File: config.mk
export PLATFORM = sky130hd
export DESIGN_NAME = sfcf_top
export DESIGN_NICKNAME = d
export VERILOG_FILES = /design/src/sfcf_pkg.sv /design/src/sfcf_top.sv
export SDC_FILE = /design/constraint.sdc
export NUM_CORES = 1
export LEC_CHECK = 0
export BUFFER_PORTS_ARGS = -buffer_cell sky130_fd_sc_hd__buf_2
export CAP_MARGIN = 10
export CORE_MARGIN = 4
export CORE_UTILIZATION = 59
export DETAILED_ROUTE_END_ITERATION = 10
export HOLD_SLACK_MARGIN = 0.12
export PLACE_DENSITY = 0.83
export SKIP_CTS_REPAIR_TIMING = 1
export SYNTH_ARGS = -nofsm -noshare
export SYNTH_HDL_FRONTEND = slang
export SYNTH_SLANG_ARGS = --single-unit
File: constraint.sdc
create_clock -name clock_i -period 3 [get_ports clock_i]
set_input_delay 0.15 -clock clock_i [delete_from_list [all_inputs] [get_ports clock_i]]
set_output_delay 0.15 -clock clock_i [all_outputs]
set_load 0.01 [all_outputs]
File: src/sfcf_pkg.sv
// Shared constants for the serial flash command framing block
package sfcf_pkg;
    localparam int          CMD_W         = 8;
    localparam int          ADDR_W        = 24;
    localparam int          ADDR_BYTES    = 3;
    localparam logic [7:0]  RESP_RESET    = 8'h00;
    // Command codes used by the decoder
    localparam logic [7:0]  write_enable_cmd           = 8'h06;
    localparam logic [7:0]  write_disable_cmd          = 8'h04;
    localparam logic [7:0]  read_identification_cmd    = 8'h9f;
    localparam logic [7:0]  read_status_cmd            = 8'h05;
    localparam logic [7:0]  block_write_lock_cmd       = 8'he2;
    localparam logic [7:0]  read_block_lock_status_cmd = 8'hfb;
    localparam logic [7:0]  CMD_UNPROT_C               = 8'hf3;
    localparam logic [7:0]  CMD_READ_C                 = 8'h03;
    localparam logic [7:0]  CMD_FREAD_C                = 8'h0b;
    localparam logic [7:0]  dual_output_array_read_cmd = 8'h3b;
    localparam logic [7:0]  quad_output_array_read_cmd = 8'h6b;
    localparam logic [7:0]  dual_io_array_read_cmd     = 8'hbb;
    localparam logic [7:0]  quad_io_array_read_cmd     = 8'heb;
    localparam logic [7:0]  quad_page_program_cmd      = 8'h38;
    localparam logic [7:0]  sector_erase_cmd           = 8'h20;
    localparam logic [7:0]  page_program_cmd           = 8'h02;
    // Command classes
    typedef enum logic [1:0] {
        SFCF_CLS_BAD,
        SFCF_CLS_READ,
        SFCF_CLS_MOD
    } sfcf_cls_e;
endpackage

File: src/sfcf_top.sv
// Serial flash command framing front end with mode 0/3 serial link
// Notes on behaviour
// - Unknown command: standby until select rises
// - Standby keeps serial output undriven
// - Valid command: active until select rises, except an array command while busy, which goes to standby
// - Inputs sampled on rising serial clock
// - Output changes on falling serial clock
// - Serial modes 0 and 3 only
// - Read-class commands get data-out phase
// - Read may end after any bit
// - Off-boundary end rejects modifying command
// - Array access ignored while busy
module sfcf_top
    import sfcf_pkg::*;
(
    input  wire logic        clock_i,
    input  wire logic        sys_rst_i,
    input  wire logic        sclk_i,
    input  wire logic        cs_n_i,
    input  wire logic        si_i,
    input  wire logic        busy_i,
    input  wire logic [7:0]  resp_data_i,
    output logic             so_o,
    output logic             so_oe_n_o,
    output logic             active_o,
    output logic [7:0]       cmd_o,
    output logic [ADDR_W-1:0] addr_o,
    output logic             exec_o,
    output logic             reject_o,
    output logic             load_o
);

    // Refuse a command width the shifter cannot serve
    if (CMD_W != 8) begin : g_cmd_width_check
        $error("Command width must be 8");
    end

    typedef enum logic [1:0] {
        SFCF_IDLE,
        SFCF_CMD,
        SFCF_ACTIVE,
        SFCF_STANDBY
    } sfcf_state_e;

    // Classify a received command byte
    function automatic sfcf_cls_e sfcf_classify(input logic [7:0] c);
        unique case (c)
            read_identification_cmd, read_status_cmd,
            read_block_lock_status_cmd, CMD_READ_C, CMD_FREAD_C,
            dual_output_array_read_cmd, quad_output_array_read_cmd,
            dual_io_array_read_cmd, quad_io_array_read_cmd:
                return SFCF_CLS_READ;
            write_enable_cmd, write_disable_cmd, block_write_lock_cmd,
            CMD_UNPROT_C, quad_page_program_cmd, sector_erase_cmd,
            page_program_cmd:
                return SFCF_CLS_MOD;
            default:
                return SFCF_CLS_BAD;
        endcase
    endfunction

    // True for commands that touch the memory array
    function automatic logic sfcf_is_array(input logic [7:0] c);
        return (c == CMD_READ_C) || (c == CMD_FREAD_C) ||
               (c == dual_output_array_read_cmd) ||
               (c == quad_output_array_read_cmd) ||
               (c == dual_io_array_read_cmd) ||
               (c == quad_io_array_read_cmd) ||
               (c == quad_page_program_cmd) || (c == sector_erase_cmd) ||
               (c == page_program_cmd) || (c == block_write_lock_cmd);
    endfunction

    logic [1:0] sclk_sync_reg;
    logic [1:0] cs_sync_reg;
    logic [1:0] si_sync_reg;
    logic       sclk_d_reg;
    logic       cs_d_reg;
    // Two-flop synchronisers for the pins
    always_ff @(posedge clock_i or posedge sys_rst_i) begin
        if (sys_rst_i) begin
            sclk_sync_reg <= 2'h0;
            cs_sync_reg   <= 2'h3;
            si_sync_reg   <= 2'h0;
            sclk_d_reg    <= 1'b0;
            cs_d_reg      <= 1'b1;
        end else begin
            sclk_sync_reg <= {sclk_sync_reg[0], sclk_i};
            cs_sync_reg   <= {cs_sync_reg[0], cs_n_i};
            si_sync_reg   <= {si_sync_reg[0], si_i};
            sclk_d_reg    <= sclk_sync_reg[1];
            cs_d_reg      <= cs_sync_reg[1];
        end
    end

    logic sclk_s;
    logic cs_s;
    logic si_s;
    logic rise;
    logic fall;
    logic cs_fall;
    logic cs_rise;
    // Edge detection on synchronised levels
    assign sclk_s  = sclk_sync_reg[1];
    assign cs_s    = cs_sync_reg[1];
    assign si_s    = si_sync_reg[1];
    assign rise    = sclk_s & ~sclk_d_reg & ~cs_s;
    assign fall    = ~sclk_s & sclk_d_reg & ~cs_s;
    assign cs_fall = ~cs_s & cs_d_reg;
    assign cs_rise = cs_s & ~cs_d_reg;

    sfcf_state_e state_reg;
    logic [2:0]  bit_cnt_reg;
    logic [7:0]  shift_reg;
    logic [1:0]  byte_cnt_reg;
    sfcf_cls_e   cls_reg;
    logic [7:0]  shift_next;
    assign shift_next = {shift_reg[6:0], si_s};

    // Bit and byte counting within a frame
    always_ff @(posedge clock_i or posedge sys_rst_i) begin
        if (sys_rst_i) begin
            bit_cnt_reg  <= 3'h0;
            shift_reg    <= 8'h00;
            byte_cnt_reg <= 2'h0;
        end else if (cs_fall) begin
            bit_cnt_reg  <= 3'h0;
            byte_cnt_reg <= 2'h0;
        end else if (rise) begin
            bit_cnt_reg <= bit_cnt_reg + 3'h1;
            shift_reg   <= shift_next;
            if (bit_cnt_reg == 3'h7 && state_reg == SFCF_ACTIVE &&
                byte_cnt_reg != 2'h3) begin
                byte_cnt_reg <= byte_cnt_reg + 2'h1;
            end
        end
    end

    // Frame state: command, active or standby
    always_ff @(posedge clock_i or posedge sys_rst_i) begin
        if (sys_rst_i) begin
            state_reg <= SFCF_IDLE;
            cls_reg   <= SFCF_CLS_BAD;
            cmd_o     <= 8'h00;
        end else if (cs_fall) begin
            state_reg <= SFCF_CMD;
        end else if (cs_rise) begin
            state_reg <= SFCF_IDLE;
        end else if (rise && state_reg == SFCF_CMD &&
                     bit_cnt_reg == 3'h7) begin
            cmd_o   <= shift_next;
            cls_reg <= sfcf_classify(shift_next);
            if (sfcf_classify(shift_next) == SFCF_CLS_BAD ||
                (busy_i && sfcf_is_array(shift_next))) begin
                state_reg <= SFCF_STANDBY;
            end else begin
                state_reg <= SFCF_ACTIVE;
            end
        end
    end

    // Active flag for the core
    always_ff @(posedge clock_i or posedge sys_rst_i) begin
        if (sys_rst_i) begin
            active_o <= 1'b0;
        end else begin
            active_o <= (state_reg == SFCF_ACTIVE) && !cs_rise;
        end
    end

    // Address capture after the command byte
    always_ff @(posedge clock_i or posedge sys_rst_i) begin
        if (sys_rst_i) begin
            addr_o <= '0;
        end else if (rise && state_reg == SFCF_ACTIVE &&
                     byte_cnt_reg < 2'(ADDR_BYTES)) begin
            addr_o <= {addr_o[ADDR_W-2:0], si_s};
        end
    end

    // End of frame: execute or reject modifying commands
    always_ff @(posedge clock_i or posedge sys_rst_i) begin
        if (sys_rst_i) begin
            exec_o   <= 1'b0;
            reject_o <= 1'b0;
        end else begin
            exec_o   <= 1'b0;
            reject_o <= 1'b0;
            if (cs_rise && state_reg == SFCF_ACTIVE &&
                cls_reg == SFCF_CLS_MOD) begin
                if (bit_cnt_reg == 3'h0) begin
                    exec_o <= 1'b1;
                end else begin
                    reject_o <= 1'b1;
                end
            end
        end
    end

    logic [7:0] out_sh_reg;
    logic       out_on_reg;
    // Output shifter, updated on falling serial edges
    always_ff @(posedge clock_i or posedge sys_rst_i) begin
        if (sys_rst_i) begin
            out_sh_reg <= RESP_RESET;
            out_on_reg <= 1'b0;
            load_o     <= 1'b0;
            so_o       <= 1'b0;
        end else begin
            load_o <= 1'b0;
            if (cs_rise || state_reg != SFCF_ACTIVE ||
                cls_reg != SFCF_CLS_READ) begin
                out_on_reg <= 1'b0;
            end else if (fall) begin
                out_on_reg <= 1'b1;
                if (bit_cnt_reg == 3'h0) begin
                    so_o       <= resp_data_i[7];
                    out_sh_reg <= {resp_data_i[6:0], 1'b0};
                    load_o     <= 1'b1;
                end else begin
                    so_o       <= out_sh_reg[7];
                    out_sh_reg <= {out_sh_reg[6:0], 1'b0};
                end
            end
        end
    end

    // Output enable, low while driving
    always_ff @(posedge clock_i or posedge sys_rst_i) begin
        if (sys_rst_i) begin
            so_oe_n_o <= 1'b1;
        end else begin
            so_oe_n_o <= !(out_on_reg && state_reg == SFCF_ACTIVE &&
                           !cs_rise);
        end
    end
endmodule

==> results.json, run 1 <==
{
  "grt_start_max_net_pins": 42,
  "synthTopCellsByArea": "dfrtp_1 55%, mux2_2 12%, mux2_4 4.0%, dfstp_2 3.5%, mux2i_1 2.7%",
  "synthCells": 228,
  "fp.dieW_um": 79.2,
  "final_cell_area_sq_um": 3500,
  "hold_viol": 0,
  "die_y_um": 79.2,
  "drt-pass1-iter-count": 4,
  "place_congestion": 0.747,
  "fin_crit_sh": 0.667,
  "drt_iter0_markers": 63,
  "p_sw_frac": 0.278,
  "io_buffers": 51,
  "syn-num-nets": 248,
  "critPathArrivalTime_ps": 2220,
  "ys_seq_area_frac": 0.587,
  "synthFlopType": "dfrtp_1",
  "netlist_area_sq_um": 2990,
  "layout_min_cycle_time_ps": 2000,
  "largest_register": "addr_o",
  "htree_levels": 3,
  "core_area_sq_um": 4820,
  "worst-setup-path-type": "reg -> reg",
  "tightest_slew_ps": 816,
  "rsz0062_at_grt": "no",
  "cts.clk_slew.worst_paths_ps": 70,
  "seqPwrFrac": 0.552,
  "ys_seq_elements": 70,
  "grt_usage": 0.186,
  "ir_drop_mv": 0.470,
  "overflow": 0,
  "pwr-share-comb": 0.128,
  "final_max_slew_viol_count": 0,
  "final_nets": 306,
  "hold_class": "in -> reg",
  "yosysWarnings": 0,
  "setup_tns_ps": 0,
  "grt_pass1_wl_um": 8940,
  "synth_area_leader_cell": "dfrtp_1",
  "clock_sinks": 70,
  "hpwl_um": 3630,
  "required_ps": 3220,
  "reg.largest.list": "addr_o: 24 flops, cmd_o: 8 flops",
  "detail-route-antenna-nets": 0,
  "power_density_nw_per_um2": 572,
  "vias": 1870,
  "num_antenna_cells": 0,
  "clockRootBuffer": "clkbuf_8",
  "fin_hold_ws_ps": 118,
  "cts_buffers": 9,
  "dpl_cell_area_sq_um": 3280,
  "viasPerCell": 5.25,
  "clk_latency_ps": 340,
  "synth_edf_count": 0,
  "power_frac_clock": 0.320,
  "clockBufferDepth": 2,
  "fmax_ghz": 0.500,
  "final_cell_mix": "66 x dfrtp_1, 51 x buf_2, 31 x mux2_2",
  "crit_fanout": 25,
  "grt_pass1_vias": 1904,
  "async_flop_share": 1.00,
  "areaGrowthSynthToFinish_pct": 16.8,
  "setup_violations": 0,
  "internal-power_mw": 1.44,
  "largest_reg_flops": 24,
  "avgSynthCellArea_sq_um": 13.1,
  "p_leak_nw": 1.83,
  "switching_power_mw": 0.556,
  "antenna_found_initial": 0,
  "fp-row-count": 25,
  "drc": 0,
  "drive_gt1_frac": 0.419,
  "wl_per_cell_um": 14.8,
  "finalWirelength_um": 5270,
  "relSlewSlack": 0.455,
  "synth.distinct_cells": 44,
  "status": "finished, final reports clean",
  "final_common_cell": "dfrtp_1",
  "drv_cap": 0,
  "dieArea_sq_um": 6280,
  "fin_worst_skew_ps": 6.26,
  "num_io_pins": 52,
  "start_util": 0.621,
  "netlist.area_leader.share": 0.552,
  "cp-end-kind": "flop",
  "cts_tree": "done",
  "startpoint_type": "flop"
}
## kinds of logic (layout without fill, tap and decap cells)
group	after synthesis	after routing	share of synthesized area
flip-flops	70	70	0.587
AND/OR/NAND/NOR	59	59	0.112
multiplexers	47	47	0.184
AO/OA/AOI/OAI	23	23	0.0493
buffers and inverters	20	81	0.0339
adder cells (fa/ha/maj)	6	6	0.0251
XOR/XNOR	3	3	0.00878
## worst max-delay path, cell delays in order, from the launching register on
cell and delay [ps]:
dfrtp_1 410, nor3b_4 420, nand3_2 570, mux2_2 480
## metal layers
layer	vias to the layer above	part of all wire	GRT usage
met5	-	0	0
li1	909	-	-
met4	0	0.026	0.120
met1	918	0.44	0.233
met3	11	0.036	0.0363
met2	32	0.50	0.293
## power by group through the flow
| stage | Sequential, mW | Combinational, mW | Clock, mW |
|---|---|---|---|
| after floorplan | 1.04 | 0.287 | 0 |
| after global placement | 1.11 | 0.244 | 0 |
| after detailed placement | 1.12 | 0.254 | 0 |
| after CTS | 1.10 | 0.255 | 0.657 |
| after global routing | 1.12 | 0.286 | 0.691 |
| final | 1.10 | 0.257 | 0.639 |
## synth_stat cells (2+ instances only)
library cell,instances
nand3_1,3
mux2_2,31
mux2i_1,8
nor3_1,3
buf_2,8
dfstp_2,4
and3_1,4
buf_6,2
mux2_4,8
nor2b_1,4
ha_1,6
nand3b_1,2
nand4_1,3
a21oi_1,11
xnor2_1,2
inv_1,8
nand2_1,7
dfrtp_1,66
o21ai_0,4
nor2_1,20
## path summary, 6_finish.rpt
path / cells after the start / from / endpoint / slack, ps
max: 3 / sclk_d_reg / addr_o[12] / 1000
min: 3 / resp_data_i[1] / out_sh_reg[2] / 120
max reg2reg: 3 / sclk_d_reg / addr_o[12] / 1000
min reg2reg: 0 / cs_sync_reg[0] / cs_sync_reg[1] / 360
max in group asynchronous: 4 / sys_rst_i / addr_o[3] / 1760
min in group asynchronous: 3 / sys_rst_i / addr_o[18] / 510
## layout make-up
class	count	area, sq um
clock inverters	4	25.0
repair buffers	59	328
well taps	67	83.8
multi-input cells	138	1130
clock buffers	10	138
fillers	338	1320
flip-flops and latches	70	1760
inverters	8	30.0
## metrics by stage
| stage | total power, mW | util | setup slack [ps] | std cells |
|---|---|---|---|---|
| 4_1_cts | 2.01 | 0.715 | 972 | 351 |
| 3_3_place_gp | 1.36 | 0.682 | 1010 | 337 |
| 6_report | 2.00 | 0.726 | 1000 | 356 |
| 5_1_grt | 2.09 | 0.726 | 807 | 356 |
| 3_5_place_dp | 1.37 | 0.682 | 987 | 337 |
| 2_1_floorplan | 1.33 | - | 1090 | 228 |
Power figures use the tool's default switching activity.
==> run 2, diff against run 1 <==
--- a/config.mk
+++ b/config.mk
@@ -8,10 +8,10 @@
 export BUFFER_PORTS_ARGS = -buffer_cell sky130_fd_sc_hd__buf_2
 export CAP_MARGIN = 10
 export CORE_MARGIN = 4
-export CORE_UTILIZATION = 59
+export CORE_UTILIZATION = 55
 export DETAILED_ROUTE_END_ITERATION = 10
 export HOLD_SLACK_MARGIN = 0.12
-export PLACE_DENSITY = 0.83
+export PLACE_DENSITY = 0.79
 export SKIP_CTS_REPAIR_TIMING = 1
 export SYNTH_ARGS = -nofsm -noshare
 export SYNTH_HDL_FRONTEND = slang
==> constraint.sdc (replaced) <==
create_clock -name clock_i -period 1.9 [get_ports clock_i]
set_input_delay 0.095 -clock clock_i [delete_from_list [all_inputs] [get_ports clock_i]]
set_output_delay 0.095 -clock clock_i [all_outputs]
set_load 0.01 [all_outputs]
==> run 2 against run 1 <==
Net effect: sequential power is 57% higher; non-clock buffer count is 14 higher; via count is 3.4% higher; cell area is 6.2% higher; flip-flop and latch count stayed put; register-to-register slack worse by 900 ps.
==> results.json, run 2 (synthesis results as in run 1) <==
{
  "slowest_stage": "dfstp_2",
  "fin_hold_ws_ps": 335,
  "final_nets": 320,
  "tightest_slew_ps": 364,
  "hold_class": "in -> reg",
  "clk_latency_ps": 340,
  "relSlewSlack": 0.757,
  "drt-pass1-iter-count": 4,
  "ir_drop_mv": 0.919,
  "fp.dieW_um": 81.8,
  "power.total_mw": 3.48,
  "hold_depth": 4,
  "hpwl_um": 3860,
  "startpoint_type": "flop",
  "start_util": 0.575,
  "hold_viol": 0,
  "required_ps": 2130,
  "grt_usage": 0.183,
  "power_density_nw_per_um2": 937,
  "regToRegStartpoint": "cs_d_reg",
  "cts_buffers": 9,
  "core_area_sq_um": 5200,
  "largest_register": "addr_o",
  "vias": 1933,
  "max_stage_delay_ps": 530,
  "overflow": 0,
  "r2r_cells": 5,
  "fp-row-count": 26,
  "num_antenna_cells": 0,
  "dpl_cell_area_sq_um": 3380,
  "final_cell_area_sq_um": 3710,
  "detail-route-antenna-nets": 0,
  "rsz0062_at_grt": "no",
  "worst-setup-path-type": "reg -> reg",
  "drv_cap": 0,
  "htree_levels": 3,
  "cts.clk_slew.worst_paths_ps": 70,
  "finalWirelength_um": 5610,
  "layout_min_cycle_time_ps": 1800,
  "worstHoldStart": "busy_i",
  "grt_pass1_vias": 1929,
  "fin_crit_sh": 0.947,
  "fin_worst_skew_ps": 7.95,
  "path_cells": "inv_1, ha_1, or3b_2, o311a_1, o32ai_1",
  "cp-end-kind": "flop",
  "r2r_end": "state_reg[0]",
  "status": "finished, final reports clean",
  "p_leak_nw": 1.94,
  "r2r_setup_slack_ps": 100,
  "grt_pass1_wl_um": 9070,
  "min_to": "state_reg[0]",
  "largest_reg_flops": 24,
  "final_common_cell": "dfrtp_1",
  "clockBufferDepth": 2,
  "setup_violations": 0,
  "antenna_found_initial": 0,
  "num_io_pins": 52,
  "wl_per_cell_um": 15.0,
  "die_y_um": 81.8,
  "dieArea_sq_um": 6690,
  "drc": 0,
  "grt_start_max_net_pins": 71,
  "drt_iter0_markers": 88,
  "clockRootBuffer": "clkbuf_8",
  "io_buffers": 51,
  "crit_fanout": 4,
  "clock_sinks": 70,
  "finalNonFillerCells": 375,
  "place_congestion": 0.831,
  "fmax_ghz": 0.556,
  "final_max_slew_viol_count": 0,
  "drive_gt1_frac": 0.420,
  "placed_cells": 347,
  "reg.largest.list": "addr_o: 24 flops, cmd_o: 8 flops",
  "areaGrowthSynthToFinish_pct": 24.0,
  "critPathArrivalTime_ps": 2030,
  "final_cell_mix": "66 x dfrtp_1, 51 x buf_2, 31 x mux2_2",
  "cts_tree": "done",
  "setup_tns_ps": 0,
  "viasPerCell": 5.15
}
-- run 2: cell count changes in the layout (fill, tap and decap cells not counted) --
| cell | previous run | this run |
|---|---|---|
| buf_12 | 0 | 3 |
| buf_4 | 3 | 7 |
| bufinv_16 | 0 | 2 |
| clkbuf_1 | 0 | 2 |
| clkinvlp_4 | 2 | 0 |
| dlygate4sd3_1 | 5 | 12 |
-- run 2: layout make-up --
| class | count | area [sq um] |
|---|---|---|
| tap | 70 | 87.6 |
| multi-input combinational | 138 | 1130 |
| inverter | 8 | 30.0 |
| clock inverter | 4 | 70.1 |
| sequential | 70 | 1760 |
| fill | 390 | 1490 |
| timing repair buffer | 73 | 488 |
| clock buffer | 12 | 145 |
-- run 2: metrics by stage --
step / setup WS, ps / utilization
2_1_floorplan: 43.4 / -
3_3_place_gp: 181 / 0.649
3_5_place_dp: 99.4 / 0.649
4_1_cts: 89.8 / 0.690
5_1_grt: 19.1 / 0.713
6_report: 99.9 / 0.713
-- run 2: metal layers --
layer  track usage  vias up  wire [um]
met3        0.0450       11        210
li1              -      941          -
met4        0.0963        0        142
met5             0        -          0
met1         0.241      944       2510
met2         0.280       37       2740
-- run 2: worst max-delay path: cells and delay by family (launching register included) --
| family | cells | cell delay (ps) |
|---|---|---|
| buf+inv | 1 | 40 |
| simple gates | 1 | 460 |
| compound gates | 2 | 460 |
| flops | 1 | 530 |
| fa+ha+maj | 1 | 210 |
-- run 2: where the power goes --
group          leakage, nW  switching (mW)  total, mW  internal (mW)
combinational        0.934           0.217      0.462          0.245
sequential           0.897           0.156       1.73           1.57
clock                0.110           0.518       1.29          0.772
-- run 2: worst max-delay path by stage --
stage                        end  slack [ps]       from  cells past startpoint
finish              state_reg[0]         100   cs_d_reg                      5
floorplan               active_o          40  sys_rst_i                      1
CTS                 state_reg[0]          90   cs_d_reg                      5
global route        state_reg[0]          20   cs_d_reg                      7
detailed placement  state_reg[0]         100   cs_d_reg                      5
global placement    state_reg[0]         180   cs_d_reg                      5
==> run 3, diff against run 2 <==
==> constraint.sdc (replaced) <==
create_clock -name clock_i -period 1.9 [get_ports clock_i]
set_input_delay 0 -clock clock_i [delete_from_list [all_inputs] [get_ports clock_i]]
set_output_delay 0 -clock clock_i [all_outputs]
set_load 0.01 [all_outputs]
==> run 3 against run 2 <==
Net effect: critical path type unchanged; first-iteration DRC count decreased by 57%; global-route usage decreased by 0.64 points; via count about the same; critical path depth unchanged.
==> results.json, run 3 (synthesis results as in run 1) <==
{
  "status": "finished, final reports clean",
  "rsz0062_at_grt": "no",
  "p_leak_nw": 1.94,
  "final_max_slew_viol_count": 0,
  "drv_cap": 0,
  "final_nets": 320,
  "routed.top_layer": "met4",
  "hold_viol": 0,
  "met2RoutedLength_um": 2540,
  "num_io_pins": 52,
  "nFillCells": 365,
  "multi_input_area_sq_um": 1130,
  "ir_drop_mv": 0.861,
  "m1WireLength_um": 2470,
  "cts.clk_slew.worst_paths_ps": 70,
  "startpoint": "cs_d_reg",
  "fp-row-count": 26,
  "clockBufferDepth": 2,
  "crit_buf_inv": 1,
  "max_stage_delay_ps": 530,
  "finalNonFillerCells": 375,
  "place_congestion": 0.824,
  "start_util": 0.575,
  "viasPerCell": 5.15,
  "die_y_um": 81.8,
  "cts_buffers": 9,
  "largest_register": "addr_o",
  "htree_levels": 3,
  "drc": 0,
  "worst-setup-path-type": "reg -> reg",
  "cts_tree": "done",
  "clock_sinks": 70,
  "final_common_cell": "dfrtp_1",
  "drive_gt1_frac": 0.423,
  "drt-pass1-iter-count": 4,
  "io_buffers": 51,
  "num_antenna_cells": 0,
  "fp.dieW_um": 81.8,
  "grt_pass1_wl_um": 8800,
  "core_area_sq_um": 5200,
  "hold_depth": 4,
  "largest_reg_flops": 24,
  "min_to": "state_reg[0]",
  "vias": 1932,
  "clk_latency_ps": 340,
  "overflow": 0,
  "cp-end-kind": "flop",
  "relSlewSlack": 0.589,
  "placed_cells": 347,
  "regToRegStartpoint": "cs_d_reg",
  "clockRootBuffer": "clkbuf_8",
  "fmax_ghz": 0.555,
  "fin_crit_sh": 0.948,
  "power_density_nw_per_um2": 931,
  "detail-route-antenna-nets": 0,
  "grt_pass1_vias": 1874,
  "required_ps": 2130,
  "register_area_sq_um": 1760,
  "worstHoldStart": "busy_i",
  "r2r_cells": 5,
  "startpoint_type": "flop",
  "slowest_stage": "dfstp_2",
  "layout_min_cycle_time_ps": 1800,
  "fin_worst_skew_ps": 10.6,
  "cpLargestDelayFamily": "flip-flops",
  "antenna_found_initial": 0,
  "dieArea_sq_um": 6690,
  "path_cells": "inv_1, ha_1, or3b_2, o311a_1, o32ai_1",
  "hold_class": "in -> reg",
  "setup_tns_ps": 0,
  "route.met3.wl_um": 187,
  "setup_violations": 0,
  "finalWirelength_um": 5290,
  "wl_per_cell_um": 14.1,
  "final_cell_mix": "66 x dfrtp_1, 51 x buf_2, 31 x mux2_2",
  "areaGrowthSynthToFinish_pct": 24.0,
  "tightest_slew_ps": 616,
  "r2r_end": "state_reg[0]",
  "drt_iter0_markers": 38,
  "grt_usage": 0.176,
  "reg.largest.list": "addr_o: 24 flops, cmd_o: 8 flops",
  "final_cell_area_sq_um": 3710,
  "hpwl_um": 3650,
  "crit_fanout": 4,
  "r2r_setup_slack_ps": 100,
  "grt_start_max_net_pins": 30,
  "critPathArrivalTime_ps": 2030,
  "dpl_cell_area_sq_um": 3380
}
run 3: cell type report:
cell class              instances  area share
inverters                       8     0.00809
repair buffers                 73       0.131
clock inverters                 6      0.0233
multi-input cells             138       0.306
flip-flops and latches         70       0.473
well taps                      70      0.0236
clock buffers                  10      0.0344
run 3: worst register-to-register path, stage by stage, from the launching register on:
cell and delay [ps]:
dfstp_2 530, inv_1 40, ha_1 200, or3b_2 460
o311a_1 340, o32ai_1 120
run 3: metrics by stage:
| step | hold WS, ps | worst slack, ps | util | power (mW) |
|---|---|---|---|---|
| floorplan | 4.48 | 138 | - | 2.09 |
| global placement | 108 | 175 | 0.649 | 2.16 |
| detailed placement | 112 | 124 | 0.649 | 2.18 |
| CTS | -252 | 98.3 | 0.690 | 3.48 |
| global route | 218 | 44.1 | 0.713 | 3.64 |
| finish | 235 | 99.0 | 0.713 | 3.46 |
run 3: how the worst max path moves through the flow:
stage,cells past startpoint,endpoint,slack (ps)
2_1_floorplan,1,active_o,140
3_3_place_gp,5,state_reg[0],180
3_5_place_dp,5,state_reg[0],120
4_1_cts,5,state_reg[0],100
5_1_grt,5,state_reg[0],40
6_report,5,state_reg[0],100
run 3: power by group:
| part | switching [mW] | internal (mW) |
|---|---|---|
| combinational | 0.204 | 0.245 |
| sequential | 0.151 | 1.57 |
| clock | 0.549 | 0.737 |
run 3: routing by layer:
| layer | track usage | vias up |
|---|---|---|
| met2 | 0.255 | 35 |
| met1 | 0.245 | 944 |
| met3 | 0.0439 | 8 |
| li1 | - | 945 |
| met5 | 0 | - |
| met4 | 0.0947 | 0 |
